## src/fpg_pkg.sv

```systemverilog
// Shared constants for the flash program/erase guard
package fpg_pkg;

    // Bus geometry
    localparam int unsigned ADDR_W = 8;
    localparam int unsigned DATA_W = 32;
    localparam int unsigned EBS_W = 8;
    localparam int unsigned IRQ_W = 3;

    // Register byte offsets
    localparam logic [ADDR_W-1:0] FC1_OFS = 8'h00;
    localparam logic [ADDR_W-1:0] FC2_OFS = 8'h04;
    localparam logic [ADDR_W-1:0] EBS_OFS = 8'h08;
    localparam logic [ADDR_W-1:0] STAT_OFS = 8'h0c;
    localparam logic [ADDR_W-1:0] IRQ_STAT_OFS = 8'h10;
    localparam logic [ADDR_W-1:0] IRQ_CLR_OFS = 8'h14;
    localparam logic [ADDR_W-1:0] IRQ_EN_OFS = 8'h18;

    // flash_control_one fields
    localparam int unsigned FC1_PROG_BIT = 0;
    localparam int unsigned FC1_ERASE_BIT = 1;
    localparam int unsigned FC1_WREN_BIT = 6;

    // flash_control_two fields
    localparam int unsigned FC2_ERR_BIT = 7;

    // Status register fields
    localparam int unsigned STAT_PROG_BIT = 0;
    localparam int unsigned STAT_ERASE_BIT = 1;
    localparam int unsigned STAT_ERRSTATE_BIT = 2;
    localparam int unsigned STAT_LOWPOW_BIT = 3;

    // Interrupt status, clear and enable fields
    localparam int unsigned IRQ_DONE_BIT = 0;
    localparam int unsigned IRQ_ERR_BIT = 1;
    localparam int unsigned IRQ_HWP_BIT = 2;

    // Reset values
    localparam logic [EBS_W-1:0] EBS_RST = 8'h00;
    localparam logic [IRQ_W-1:0] IRQ_EN_RST = 3'h0;

    // Bus responses
    localparam logic [1:0] RESP_OKAY = 2'h0;
    localparam logic [1:0] RESP_SLVERR = 2'h2;

    // Operating modes of the guard
    typedef enum logic [1:0] {
        MODE_IDLE,
        MODE_PROG,
        MODE_ERASE,
        MODE_ERROR
    } fpg_mode_t;

endpackage

```

## src/fpg_sticky.sv

```systemverilog
// Sticky event flags where a set wins over a clear
`timescale 1ns/1ps
module fpg_sticky #(
    parameter int unsigned W = 1
) (
    // Clock and reset
    input logic clock,
    input logic srst,
    // Events and software clears
    input logic [W-1:0] set,
    input logic [W-1:0] clr,
    // Held flags
    output logic [W-1:0] flags
);
    typedef struct packed {
        logic [W-1:0] flags;
    } fpg_sticky_t;

    fpg_sticky_t q;
    fpg_sticky_t d;

    always_comb
    begin
        d = q;
        d.flags = (q.flags & ~clr) | set;
    end

    always_ff @(posedge clock)
    begin
        if (srst)
            q <= '0;
        else
            q <= d;
    end

    assign flags = q.flags;
endmodule

```

## src/fpg_edge.sv

```systemverilog
// Rising edge detector for a group of level inputs
`timescale 1ns/1ps
module fpg_edge #(
    parameter int unsigned W = 1
) (
    // Clock and reset
    input logic clock,
    input logic srst,
    // Levels in, one-cycle pulses out
    input logic [W-1:0] lvl,
    output logic [W-1:0] rise
);
    typedef struct packed {
        logic [W-1:0] prev;
        logic [W-1:0] rise;
    } fpg_edge_t;

    fpg_edge_t q;
    fpg_edge_t d;

    always_comb
    begin
        d = q;
        d.prev = lvl;
        d.rise = lvl & ~q.prev;
    end

    always_ff @(posedge clock)
    begin
        if (srst)
            q <= '0;
        else
            q <= d;
    end

    assign rise = q.rise;
endmodule

```

## src/fpg_guard.sv

```systemverilog
// Flash program/erase guard with AXI4-Lite registers
//
// The placing of the registers and the AXI4-Lite interface to the registers were decided locally.
`timescale 1ns/1ps
// Summary of operation
// - Reset or low-power entry aborts and refuses operations
// - Low-power entry reinitialises control and block-select registers
// - Cleared write enable blocks program and erase
// - Erase only selected blocks; zero mask protects all
// - Protection error sets error flag and aborts
// - Flash read during operation is protection error
// - Non-reset exception during operation is protection error
// - Sleep instruction during operation is protection error
module fpg_guard (
    // Clock and reset
    input logic clock,
    input logic srst,
    // AXI4-Lite write address and data
    input logic awvalid,
    output logic awready,
    input logic [fpg_pkg::ADDR_W-1:0] awaddr,
    input logic [2:0] awprot,
    input logic wvalid,
    output logic wready,
    input logic [fpg_pkg::DATA_W-1:0] wdata,
    input logic [3:0] wstrb,
    // AXI4-Lite write response
    output logic bvalid,
    input logic bready,
    output logic [1:0] bresp,
    // AXI4-Lite read
    input logic arvalid,
    output logic arready,
    input logic [fpg_pkg::ADDR_W-1:0] araddr,
    input logic [2:0] arprot,
    output logic rvalid,
    input logic rready,
    output logic [fpg_pkg::DATA_W-1:0] rdata,
    output logic [1:0] rresp,
    // Power mode levels from the power controller
    input logic lp_subactive,
    input logic lp_subsleep,
    input logic lp_standby,
    // CPU activity seen during an operation
    input logic flash_rd,
    input logic exc_start,
    input logic sleep_exec,
    // Flash array control
    output logic flash_prog,
    output logic flash_erase,
    output logic [fpg_pkg::EBS_W-1:0] flash_erase_blocks,
    output logic flash_error,
    // Interrupt
    output logic irq
);
    import fpg_pkg::*;

    typedef struct packed {
        fpg_mode_t mode;
        logic wren;
        logic [EBS_W-1:0] ebs;
        logic err_flag;
        logic [IRQ_W-1:0] irq_en;
        logic irq;
        logic prog;
        logic erase;
        logic [EBS_W-1:0] erase_blocks;
        logic done_ev;
        logic err_ev;
        logic aw_got;
        logic [ADDR_W-1:0] awaddr;
        logic w_got;
        logic [DATA_W-1:0] wdata;
        logic [3:0] wstrb;
        logic awready;
        logic wready;
        logic bvalid;
        logic [1:0] bresp;
        logic arready;
        logic rvalid;
        logic [DATA_W-1:0] rdata;
        logic [1:0] rresp;
    } fpg_state_t;

    fpg_state_t q;
    fpg_state_t d;

    logic lowpower;
    logic busy;
    logic fault;
    logic wr_fire;
    logic wr_hit;
    logic fc1_wr;
    logic [7:0] wd;
    logic [IRQ_W-1:0] irq_set;
    logic [IRQ_W-1:0] irq_clr;
    logic [IRQ_W-1:0] irq_flags;
    logic [2:0] lp_rise;

    // Low-power entry is reported once, even if the level stays high
    fpg_edge #(
        .W(3)
    ) u_lp_edge (
        .clock(clock),
        .srst(srst),
        .lvl({lp_standby, lp_subsleep, lp_subactive}),
        .rise(lp_rise)
    );

    fpg_sticky #(
        .W(IRQ_W)
    ) u_irq_flags (
        .clock(clock),
        .srst(srst),
        .set(irq_set),
        .clr(irq_clr),
        .flags(irq_flags)
    );

    always_comb
    begin
        irq_set = '0;
        irq_set[IRQ_DONE_BIT] = q.done_ev;
        irq_set[IRQ_ERR_BIT] = q.err_ev;
        irq_set[IRQ_HWP_BIT] = |lp_rise;
    end

    assign lowpower = lp_subactive | lp_subsleep | lp_standby;
    assign busy = (q.mode == MODE_PROG) || (q.mode == MODE_ERASE);
    // Any flash read while busy counts, since software must run from RAM
    assign fault = busy && (flash_rd || exc_start || sleep_exec);
    assign wr_fire = q.aw_got && q.w_got;
    assign wr_hit = wr_fire && q.wstrb[0];
    assign wd = q.wdata[7:0];
    assign fc1_wr = wr_hit && (q.awaddr == FC1_OFS);
    assign irq_clr = (wr_hit && (q.awaddr == IRQ_CLR_OFS)) ? wd[IRQ_W-1:0] : '0;

    always_comb
    begin
        d = q;
        d.done_ev = 1'b0;
        d.err_ev = 1'b0;

        // Address and data are taken independently, in either order
        if (awvalid && q.awready)
        begin
            d.aw_got = 1'b1;
            d.awaddr = awaddr;
        end
        if (wvalid && q.wready)
        begin
            d.w_got = 1'b1;
            d.wdata = wdata;
            d.wstrb = wstrb;
        end
        if (q.bvalid && bready)
            d.bvalid = 1'b0;
        if (wr_fire)
        begin
            d.aw_got = 1'b0;
            d.w_got = 1'b0;
            d.bvalid = 1'b1;
            unique case (q.awaddr)
                FC1_OFS, FC2_OFS, EBS_OFS, STAT_OFS, IRQ_STAT_OFS, IRQ_CLR_OFS, IRQ_EN_OFS:
                    d.bresp = RESP_OKAY;
                default:
                    d.bresp = RESP_SLVERR;
            endcase
        end

        // Plain register writes
        if (wr_hit && (q.awaddr == IRQ_EN_OFS))
            d.irq_en = wd[IRQ_W-1:0];
        // Mask is frozen while erasing so the erased set cannot change mid-pulse
        if (wr_hit && (q.awaddr == EBS_OFS) && !busy)
            d.ebs = wd;
        if (fc1_wr)
            d.wren = wd[FC1_WREN_BIT];

        // Mode sequencing; entry needs write enable already set
        unique case (q.mode)
            MODE_IDLE:
            begin
                // A write that drops write enable cannot also start an operation
                if (fc1_wr && q.wren && wd[FC1_WREN_BIT] && !lowpower)
                begin
                    if (wd[FC1_PROG_BIT] && !wd[FC1_ERASE_BIT])
                        d.mode = MODE_PROG;
                    else if (wd[FC1_ERASE_BIT] && !wd[FC1_PROG_BIT] && (q.ebs != '0))
                        d.mode = MODE_ERASE;
                end
            end
            MODE_PROG:
            begin
                if (fc1_wr && (!wd[FC1_PROG_BIT] || !wd[FC1_WREN_BIT]))
                begin
                    d.mode = MODE_IDLE;
                    d.done_ev = 1'b1;
                end
            end
            MODE_ERASE:
            begin
                if (fc1_wr && (!wd[FC1_ERASE_BIT] || !wd[FC1_WREN_BIT]))
                begin
                    d.mode = MODE_IDLE;
                    d.done_ev = 1'b1;
                end
            end
            MODE_ERROR:
                d.mode = MODE_ERROR;
        endcase

        // Protection error aborts at once and locks out further operations
        if (fault)
        begin
            d.mode = MODE_ERROR;
            d.err_flag = 1'b1;
            d.err_ev = 1'b1;
            d.done_ev = 1'b0;
        end

        // Hardware protection overrides any control or block-select write in the same cycle
        if (lowpower)
        begin
            d.wren = 1'b0;
            d.ebs = EBS_RST;
            if (d.mode != MODE_ERROR)
                d.mode = MODE_IDLE;
            d.done_ev = 1'b0;
        end

        // Read channel
        if (q.rvalid && rready)
            d.rvalid = 1'b0;
        if (arvalid && q.arready)
        begin
            d.rvalid = 1'b1;
            d.rdata = '0;
            d.rresp = RESP_OKAY;
            unique case (araddr)
                FC1_OFS:
                begin
                    d.rdata[FC1_WREN_BIT] = q.wren;
                    d.rdata[FC1_ERASE_BIT] = q.erase;
                    d.rdata[FC1_PROG_BIT] = q.prog;
                end
                FC2_OFS:
                    d.rdata[FC2_ERR_BIT] = q.err_flag;
                EBS_OFS:
                    d.rdata[EBS_W-1:0] = q.ebs;
                STAT_OFS:
                begin
                    d.rdata[STAT_PROG_BIT] = q.prog;
                    d.rdata[STAT_ERASE_BIT] = q.erase;
                    d.rdata[STAT_ERRSTATE_BIT] = (q.mode == MODE_ERROR);
                    d.rdata[STAT_LOWPOW_BIT] = lowpower;
                end
                IRQ_STAT_OFS:
                    d.rdata[IRQ_W-1:0] = irq_flags;
                IRQ_CLR_OFS:
                    d.rdata = '0;
                IRQ_EN_OFS:
                    d.rdata[IRQ_W-1:0] = q.irq_en;
                default:
                    d.rresp = RESP_SLVERR;
            endcase
        end

        // Flash outputs follow the next mode so they leave the flop in step with it
        d.prog = (d.mode == MODE_PROG);
        d.erase = (d.mode == MODE_ERASE);
        d.erase_blocks = (d.mode == MODE_ERASE) ? d.ebs : '0;
        d.irq = |(irq_flags & q.irq_en);
        d.awready = !d.aw_got && !d.bvalid;
        d.wready = !d.w_got && !d.bvalid;
        d.arready = !d.rvalid;
    end

    // Reset is the chip reset: it aborts and clears everything
    always_ff @(posedge clock)
    begin
        if (srst)
        begin
            q <= '0;
            q.mode <= MODE_IDLE;
            q.ebs <= EBS_RST;
            q.irq_en <= IRQ_EN_RST;
            q.bresp <= RESP_OKAY;
            q.rresp <= RESP_OKAY;
        end
        else
            q <= d;
    end

    assign awready = q.awready;
    assign wready = q.wready;
    assign bvalid = q.bvalid;
    assign bresp = q.bresp;
    assign arready = q.arready;
    assign rvalid = q.rvalid;
    assign rdata = q.rdata;
    assign rresp = q.rresp;
    assign flash_prog = q.prog;
    assign flash_erase = q.erase;
    assign flash_erase_blocks = q.erase_blocks;
    assign flash_error = q.err_flag;
    assign irq = q.irq;
endmodule

```

## config.mk

```make
export PLATFORM = sky130hd
export DESIGN_NAME = fpg_guard
export DESIGN_NICKNAME = d
export VERILOG_FILES = /design/src/fpg_pkg.sv /design/src/fpg_sticky.sv /design/src/fpg_edge.sv /design/src/fpg_guard.sv
export SDC_FILE = /design/constraint.sdc
export NUM_CORES = 1
export LEC_CHECK = 0
export BUFFER_PORTS_ARGS = -buffer_cell sky130_fd_sc_hd__buf_2
export CAP_MARGIN = 30
export CORE_MARGIN = 5
export CORE_UTILIZATION = 44
export CTS_CLUSTER_DIAMETER = 80
export DETAILED_ROUTE_END_ITERATION = 7
export PLACE_DENSITY = 0.76
export SLEW_MARGIN = 20
export SYNTH_ARGS = -nofsm -noshare
export SYNTH_HDL_FRONTEND = slang
export SYNTH_HIERARCHICAL = 1
export SYNTH_SLANG_ARGS = --single-unit
```

## constraint.sdc

```tcl
create_clock -name clock -period 2.1 [get_ports clock]
set_clock_uncertainty 0.2 [all_clocks]
set_input_delay 0.21 -clock clock [delete_from_list [all_inputs] [get_ports clock]]
set_output_delay 0.21 -clock clock [all_outputs]
set_load 0.02 [all_outputs]
```

### Word-level counts from Yosys, hierarchy flattened

Index checks and enable logic that the tools add are counted.

| word-level totals | value |
|---|---|
| register bits | 100 |
| input bits | 71 |
| output and inout port bits | 53 |

| cells by class | value |
|---|---|
| equality and inequality tests | 18 |
| mux-type cells | 32 |
| bitwise operators | 9 |
| reduce and logical (&&, ||, !) cells | 49 |

Operators with widths:

| cell | number |
|---|---|
| $eq A8 B5 Y1 const B | 6 |
| $mux W37 | 1 |
| $mux W35 | 1 |
| $eq A8 B4 Y1 const B | 4 |
| $logic_and A1 B1 Y1 | 23 |
| $mux W2 | 10 |
| $eq A8 B3 Y1 const B | 2 |
| $logic_not A8 Y1 | 2 |
| $pmux W2 S4 | 2 |
| $reduce_or A7 Y1 | 2 |
| $mux W11 | 1 |
| $and A3 B3 Y3 | 3 |
| $logic_not A1 Y1 | 9 |
| $mux W9 | 1 |
| $reduce_or A3 Y1 | 3 |
| $mux W1 | 8 |
| $mux W8 | 1 |
| $pmux W1 S2 | 4 |
| $reduce_bool A8 Y1 | 1 |
| $eq A2 B2 Y1 const B | 3 |
| $mux W3 | 2 |
| $not A3 Y3 | 2 |
| $reduce_or A2 Y1 | 3 |
| $logic_or A1 B1 Y1 | 5 |
| other kinds (7) | 9 |

### Longest topological paths before layout

Gate-level depths: netlist (run 1).

| logic depth | value |
|---|---|
| word-level depth | 15 |
| mapped depth | 8 |
| gate-level depth less buffers | 7 |

### By module

The synthesis (run 1) kept the hierarchy.

By module, submodules not included:

| module | instances | cells each | area an instance (µm²) |
|---|---|---|---|
| fpg_guard | 1 | 350 | 2980.4 |
| fpg_edge | 1 | 15 | 198.9 |
| fpg_sticky | 1 | 12 | 105.1 |

### Least setup slack after synthesis (run 1)

OpenSTA, ideal clock, no wires.

| timing | value |
|---|---|
| path kind | flip-flop to flip-flop |
| start point | register q[113] (netlist bit) |
| end point | register q, in the netlist flash_erase_blocks[4] |
| library setup time | 0.115 ns |
| arrival time | 1.597 ns |
| data required time | 1.785 ns |
| slack | 0.188 ns |
| cell stages (with the launch flop) | 8 |
| path buffers | 0 |
| period minus slack after synthesis | 1.912 ns |
| path through | dfxtp_1 -> inv_1 -> ha_1 -> nor2_1 -> nand4_2 -> mux2i_1 -> nor2_1 -> and3_1 |

| between the ends | value |
|---|---|
| cells in the longest elaborated chain, start to end | 11 |

Ends and longest elaborated chain:

| what | RTL line | source |
|---|---|---|
| from (decl) | fpg_guard.sv:85 | `fpg_state_t q;` |
| $mux W2 | fpg_guard.sv:189 | `else if (wd[FC1_ERASE_BIT] && !wd[FC1_PROG_BIT] && (q.ebs != '0))` |
| $mux W2 | fpg_guard.sv:187 | `if (wd[FC1_PROG_BIT] && !wd[FC1_ERASE_BIT])` |
| $mux W2 | fpg_guard.sv:185 | `if (fc1_wr && q.wren && wd[FC1_WREN_BIT] && !lowpower)` |
| $pmux W2 S4 | fpg_guard.sv:181 | `unique case (q.mode)` |
| $mux W2 | fpg_guard.sv:214 | `if (fault)` |
| $ne A2 B2 Y1 | fpg_guard.sv:227 | `if (d.mode != MODE_ERROR)` |
| $mux W2 | fpg_guard.sv:227 |  |
| $mux W11 * | fpg_guard.sv:223 | `if (lowpower)` |
| $eq A2 B2 Y1 | fpg_guard.sv:272 | `d.erase_blocks = (d.mode == MODE_ERASE) ? d.ebs : '0;` |
| $not A1 Y1 (no source line) | n/a |  |
| $reduce_or A2 Y1 (no source line) | n/a |  |

Every way passes the cells marked *; elsewhere a longest branch is shown, timed or not.
A chain may end at the register's enable or synchronous reset.

### Final worst setup path (run 1)

| timing | value |
|---|---|
| start point | register q[113] (netlist bit) |
| end point | register q[113] (netlist bit) |

| between the ends | value |
|---|---|
| cells in the longest elaborated chain, start to end | 8 |

Ends and longest elaborated chain:

| what | RTL line |
|---|---|
| $mux W2 | fpg_guard.sv:189 |
| $mux W2 | fpg_guard.sv:187 |
| $mux W2 | fpg_guard.sv:185 |
| $pmux W2 S4 | fpg_guard.sv:181 |
| $mux W2 * | fpg_guard.sv:214 |
| $ne A2 B2 Y1 | fpg_guard.sv:227 |
| $mux W2 | fpg_guard.sv:227 |
| $mux W11 * | fpg_guard.sv:223 |

Marks and branches as above.

==> results.md, run 1 <==
- Status: completed
- Setup bufs post-CTS: 0
- RSZ-0062 raised after global routing: true
- Ys Warns: 6
- Die W: 96.4 µm
- Combinational fraction of design power: 0.106
- Net Sw Frac: 0.251
- Initial Utilization: 0.453
- Final min period: 2.04 ns
- Average wire per standard cell: 13.6 µm
- Peak VDD IR: 0.490 mV
- Post-synth top flop: dfxtp_1
- Register area: 1420 µm²
- Post-Layout Cell Count: 559
- DR vias: 2748
- Hpwl dp: 5290 µm
- Total Wirelength: 7600 µm
- Vias in the first global route: 2616
- Largest net degree at the start of global routing: 52
- Drt drc: 0
- Pleak: 1.72 nW
- Clk pwr share: 0.372
- Hold_ws: 0.0588 ns
- GPL Wtd Cong: 0.918
- IO Pins: 124
- CP delay by family, top: compound AO/OA/AOI/OAI gates
- Die area: 9290 µm²
- Final TNS setup: 0 ns
- GRT overflow: 0
- Syn Area/Cell: 8.71 µm²
- Filler cell count: 673
- Via/cell ratio: 4.92
- Setup violations, final: 0
- First-pass GRT wire length: 12200 µm
- Worst skew pair latency: 0.35 ns
- 1st-iter DRT viols: 176
- Post-Syn Area: 3280 µm²
- CTS tree: yes
- Share of cells above drive strength 1: 0.252
- Global Route Usage Sum: 0.171
- TritonCTS buffer count: 9
- Ranking of synthesized cells by area: dfxtp_1 43%, buf_4 11%, nand2_1 5.5%, a21oi_1 5.3%, mux2i_1 4.6%
- Post-synth EDFFs: 0
- Final design utilization: 0.551
- HP Class: in2reg
- Clock transition at the registers of the reported paths: 0.07 ns
- P_sw: 0.677 mW
- Clock root buffer: clkbuf_8
- CP Data Arrival Time: 2.10 ns
- Commonest non-fill, non-tap cell in the layout: dfxtp_1
- Antenna diodes: 0
- Sequential-to-total area share from yosys stat: 0.433
- Syn Inst Count: 377
- Most frequent cells in the layout: 69 x dfxtp_1, 64 x buf_2, 48 x nand2_1, 35 x a21oi_1, 34 x nor2_1
- Vert. Die Dim: 96.4 µm
- Yosys top cell area share: 0.433
- Seq pwr share: 0.522
- IO buf count: 64
- DRT antenna net count: 0
- Crit end category: register
- Internal: 2.02 mW
- Worst Setup Path Type: reg2reg
- Initial antenna violation count: 0
- CP startpoint kind: register
- CP peak stage delay: 0.34 ns
- WP data required: 2.16 ns
- Final Hold Viols: 0
- Post-synthesis async set-or-reset flop share: 0
- Core area: 7250 µm²
- PwrDens: 674 nW/µm²
- Crit-path slowest cell: dfxtp_2
- Flops & latches, synth: 71
- Area of the multi-input gates: 1550 µm²
- Pre-antenna DRT Iters: 4
- Cell taking the most area after synthesis: dfxtp_1
- Max-cap violations: 0
- Inst Count DP: 518
- Post-synth cell types: 54
- H-tree levels: 3
- Critical-path maximum fanout: 4
- Final Max Tran Viols: 0
- Nets: 531
- CTS sink cnt: 71
- CP bufs+invs: 1
- Rows: 31
- Achievable Freq: 490 MHz
- Crit-path cells: inv_1 -> ha_1 -> nor2_1 -> or3_1 -> o221a_2 -> o21a_1 -> a211oi_2
- Period utilisation layout: 0.972
- Area growth syn-to-layout: 21.8%
- Clock Path Buffers: 2
[worst paths after layout]
kind | from | to | slack (ns) | cells after the start
setup / recovery | q[113] | q[113] | 0.06 | 7
hold / removal | araddr[1] | rdata[0] | 0.06 | 4
setup reg to reg | q[113] | q[113] | 0.06 | 7
hold reg to reg | u_lp_edge/q[3] | u_lp_edge/rise[0] | 0.21 | 1
[power groups by stage]
stage                     Combinational, mW  Sequential [mW]  Clock, mW
after floorplan                       0.187             1.44          0
after global placement                0.240             1.44          0
after detailed placement              0.245             1.44          0
after CTS                             0.282             1.41       1.03
after global routing                  0.316             1.41       1.09
final                                 0.285             1.41       1.00
[worst register-to-register path, cell delays in order (launching register included)]
cell,delay [ns]
dfxtp_2,0.34
inv_1,0.12
ha_1,0.22
nor2_1,0.07
or3_1,0.31
o221a_2,0.30
o21a_1,0.16
a211oi_2,0.23
[metrics by stage]
step	area (µm²)	setup WS [ns]	power, mW
3_3_place_gp	3530	-0.0252	1.67
2_1_floorplan	3380	0.188	1.63
3_5_place_dp	3530	-0.0833	1.68
5_1_grt	4000	-0.0231	2.82
4_1_cts	3980	0.00732	2.71
6_report	4000	0.0586	2.69
[flip-flops by register name (all words and copies together) (netlist names), 2 cells and up]
signal              count
q                      33
u_irq_flags/flags       3
flash_erase_blocks      8
u_lp_edge/q             3
u_lp_edge/rise          3
rdata                   8
irq_set                 2
[layer usage]
| metal | vias to the layer above | share of wire | global-route usage |
|---|---|---|---|
| met5 | - | 0 | 0 |
| met4 | 0 | 0.025 | 0.0724 |
| met3 | 18 | 0.078 | 0.0542 |
| met2 | 108 | 0.46 | 0.269 |
| met1 | 1245 | 0.44 | 0.216 |
| li1 | 1377 | - | - |
[final cells by class]
cell class | count | area share
Multi-Input combinational cell | 263 | 0.388
Sequential cell | 71 | 0.356
Timing Repair Buffer | 103 | 0.172
Clock buffer | 12 | 0.0413
Tap cell | 99 | 0.0310
Inverter | 8 | 0.00751
Clock inverter | 3 | 0.00438
[logic make-up (layout without fill, tap and decap cells)]
group,Yosys count,in the layout,share of synthesized area
other,1,26,0.00114
AND/OR/NAND/NOR,148,148,0.235
adder cells (fa/ha/maj),4,4,0.0152
AO/OA/AOI/OAI,66,67,0.125
buffers and inverters,69,126,0.135
flip-flops,71,71,0.433
multiplexers,18,18,0.0560
[synth_stat cells (5+ instances only)]
master and number:
a21oi_1 35, and3_1 9, buf_4 47, clkbuf_1 11, dfxtp_1 71, inv_1 8, mux2i_1 15, nand2_1 48
nand2b_1 7, nand3_1 6, nor2_1 34, nor2b_1 7, nor3_1 6, nor4_1 7, o21ai_0 5
[repair_timing]
item | 4_1_cts | 5_1_grt
pin swaps | 0 | 2
setup endpoints to repair | 9 | 12
cloned | 0 | 1
hold buffers | 25 | 0
resized for setup | 2 | 7
hold endpoints to repair | 28 | 0
(Power assumes the default switching activity.)
==> inputs of run 2 (changes only) <==
--- a/config.mk
+++ b/config.mk
@@ -8,10 +8,10 @@
 export BUFFER_PORTS_ARGS = -buffer_cell sky130_fd_sc_hd__buf_2
 export CAP_MARGIN = 30
 export CORE_MARGIN = 5
-export CORE_UTILIZATION = 44
-export CTS_CLUSTER_DIAMETER = 80
+export CORE_UTILIZATION = 35
+export CTS_CLUSTER_DIAMETER = 100
 export DETAILED_ROUTE_END_ITERATION = 7
-export PLACE_DENSITY = 0.76
+export GPL_TIMING_DRIVEN = 0
 export SLEW_MARGIN = 20
 export SYNTH_ARGS = -nofsm -noshare
 export SYNTH_HDL_FRONTEND = slang
==> results.md, run 2 (synthesis gave the netlist of run 1 again) <==
- Status: completed (unchanged)
- Pleak: 1.98 nW (was 1.72 nW)
- Final WS setup: 0.0753 ns (was 0.0586 ns)
- Hold_ws: 0.0393 ns (was 0.0588 ns)
- TritonCTS buffer count: 9 (unchanged)
- Clk pwr share: 0.386 (was 0.372)
- Crit end category: register (unchanged)
- Clock transition at the registers of the reported paths: 0.07 ns (about the same)
- Filler cell count: 890 (was 673)
- Period utilisation layout: 0.964 (was 0.972)
- Net Sw Frac: 0.253 (was 0.251)
- CP bufs+invs: 1 (unchanged)
- Core area: 9200 µm² (was 7250 µm²)
- Die W: 107 µm (was 96.4 µm)
- Average wire per standard cell: 13.3 µm (was 13.6 µm)
- CP delay by family, top: compound AO/OA/AOI/OAI gates (unchanged)
- Hold Path Stages: 3 (was 4)
- Initial Utilization: 0.357 (was 0.453)
- IO buf count: 63 (was 64)
- Initial antenna violation count: 0 (unchanged)
- Largest net degree at the start of global routing: 13 (was 52)
- Via/cell ratio: 4.69 (was 4.92)
- H-tree levels: 3 (unchanged)
- WP data required: 2.15 ns (was 2.16 ns)
- Final min period: 2.02 ns (was 2.04 ns)
- Internal: 2.12 mW (was 2.02 mW)
- Rows: 35 (was 31)
- Vias in the first global route: 2816 (was 2616)
- Global Route Usage Sum: 0.153 (was 0.171)
- IO Pins: 124 (unchanged)
- Hpwl dp: 5960 µm (was 5290 µm)
- Worst Reg-to-Reg Cells: 6 (was 7)
- Worst Setup Path Type: reg2reg (unchanged)
- Final TNS setup: 0 ns (unchanged)
- PwrDens: 635 nW/µm² (was 674 nW/µm²)
- Nets: 585 (was 531)
- Max FFs per register: 33 (unchanged)
- Max-cap violations: 0 (unchanged)
- Inst Count DP: 576 (was 518)
- Worst skew pair latency: 0.35 ns (about the same)
- Commonest non-fill, non-tap cell in the layout: dfxtp_1 (unchanged)
- CTS sink cnt: 71 (unchanged)
- Clock root buffer: clkbuf_8 (unchanged)
- Pre-antenna DRT Iters: 4 (unchanged)
- CP Data Arrival Time: 2.08 ns (was 2.10 ns)
- Seq pwr share: 0.499 (was 0.522)
- CTS tree: yes (unchanged)
- CP startpoint kind: register (unchanged)
- Setup violations, final: 0 (unchanged)
- DRT antenna net count: 0 (unchanged)
- Biggest register: q (unchanged)
- Post-Layout Cell Count: 626 (was 559)
- Dpl ws: -0.151 ns (was -0.0833 ns)
- Final Max Tran Viols: 0 (unchanged)
- Tot Pwr: 2.84 mW (was 2.69 mW)
- HP Class: in2reg (unchanged)
- Drt drc: 0 (unchanged)
- First-pass GRT wire length: 13800 µm (was 12200 µm)
- Achievable Freq: 494 MHz (was 490 MHz)
- CP peak stage delay: 0.40 ns (was 0.34 ns)
- Rel. slew slack: 0.603
- Share of cells above drive strength 1: 0.311 (was 0.252)
- WP depth: 6 (was 7)
- Combinational fraction of design power: 0.115 (was 0.106)
- Total Wirelength: 8310 µm (was 7600 µm)
- Final Hold Viols: 0 (unchanged)
- Crit-path cells: inv_1 -> ha_2 -> or3_1 -> o221a_4 -> o21a_1 -> a211oi_2 (was inv_1 -> ha_1 -> nor2_1 -> or3_1 -> o221a_2 -> o21a_1 -> a211oi_2)
- DR vias: 2938 (was 2748)
- Critical-path maximum fanout: 6 (was 4)
- P_sw: 0.717 mW (was 0.677 mW)
- Peak VDD IR: 0.311 mV (was 0.490 mV)
- Antenna diodes: 0 (unchanged)
- GPL Wtd Cong: 0.855 (was 0.918)
- Crit-path slowest cell: or3_1 (was dfxtp_2)
- Die area: 11400 µm² (was 9290 µm²)
- GRT overflow: 0 (unchanged)
- Vert. Die Dim: 107 µm (was 96.4 µm)
- 1st-iter DRT viols: 122 (was 176)
- Slew @ Worst Pin: 0.595 ns
- Clock Path Buffers: 2 (unchanged)
- Most frequent cells in the layout: 67 x dfxtp_1, 63 x buf_2, 52 x buf_4, 48 x nand2_1 (was 69 x dfxtp_1, 64 x buf_2, 48 x nand2_1, 35 x a21oi_1, 34 x nor2_1)
- Area growth syn-to-layout: 35.8% (was 21.8%)
-- run 2: power groups by stage --
stage	clock, mW	sequential (mW)	combinational (mW)
finish	1.09	1.42	0.326
global route	1.20	1.42	0.360
CTS	1.12	1.41	0.318
detailed placement	0	1.44	0.273
global placement	0	1.44	0.268
floorplan	0	1.44	0.187
-- run 2: path summary, 6_finish.rpt --
kind | from | end | slack, ns
worst max-delay path | q[114] | q[113] | 0.08
worst min-delay path | lp_standby | q[114] | 0.04
worst max register to register | q[114] | q[113] | 0.08
worst min register to register | u_lp_edge/q[5] | u_lp_edge/rise[2] | 0.21
-- run 2: tightest hold or removal path: stages --
cell     delay, ns
buf_2         0.10
or3_4         0.16
a21oi_1       0.08
-- run 2: stage by stage --
step / area, µm² / util
2_1_floorplan: 3380 / -
3_3_place_gp: 3830 / 0.417
3_5_place_dp: 3830 / 0.417
4_1_cts: 4380 / 0.476
5_1_grt: 4460 / 0.485
6_report: 4460 / 0.485
-- run 2: metal layers --
metal  share of wire  wire length, µm  vias up  global-route usage
li1                -                -     1495                   -
met1            0.48             3950     1339               0.202
met2            0.46             3790       92               0.240
met3           0.053              438       12              0.0349
met4           0.016              132        0              0.0648
met5               0                0        -                   0
-- run 2: final cells by class --
cell class | count | area, µm² | area share
multi-input combinational | 263 | 1620 | 0.362
clock inverter | 5 | 56.3 | 0.0126
inverter | 8 | 30.0 | 0.00673
buffer | 61 | 417 | 0.0934
tap | 111 | 139 | 0.0311
timing repair buffer | 96 | 636 | 0.142
clock buffer | 11 | 141 | 0.0317
sequential | 71 | 1430 | 0.320
-- run 2: repair_timing --
action | 4_1_cts | 5_1_grt
setup endpoints to repair | 11 | 13
pin swaps | 2 | 4
setup buffers | 2 | 2
hold endpoints to repair | 31 | 0
hold buffers | 29 | 0
gates cloned | 1 | 0
gates resized for setup | 8 | 13
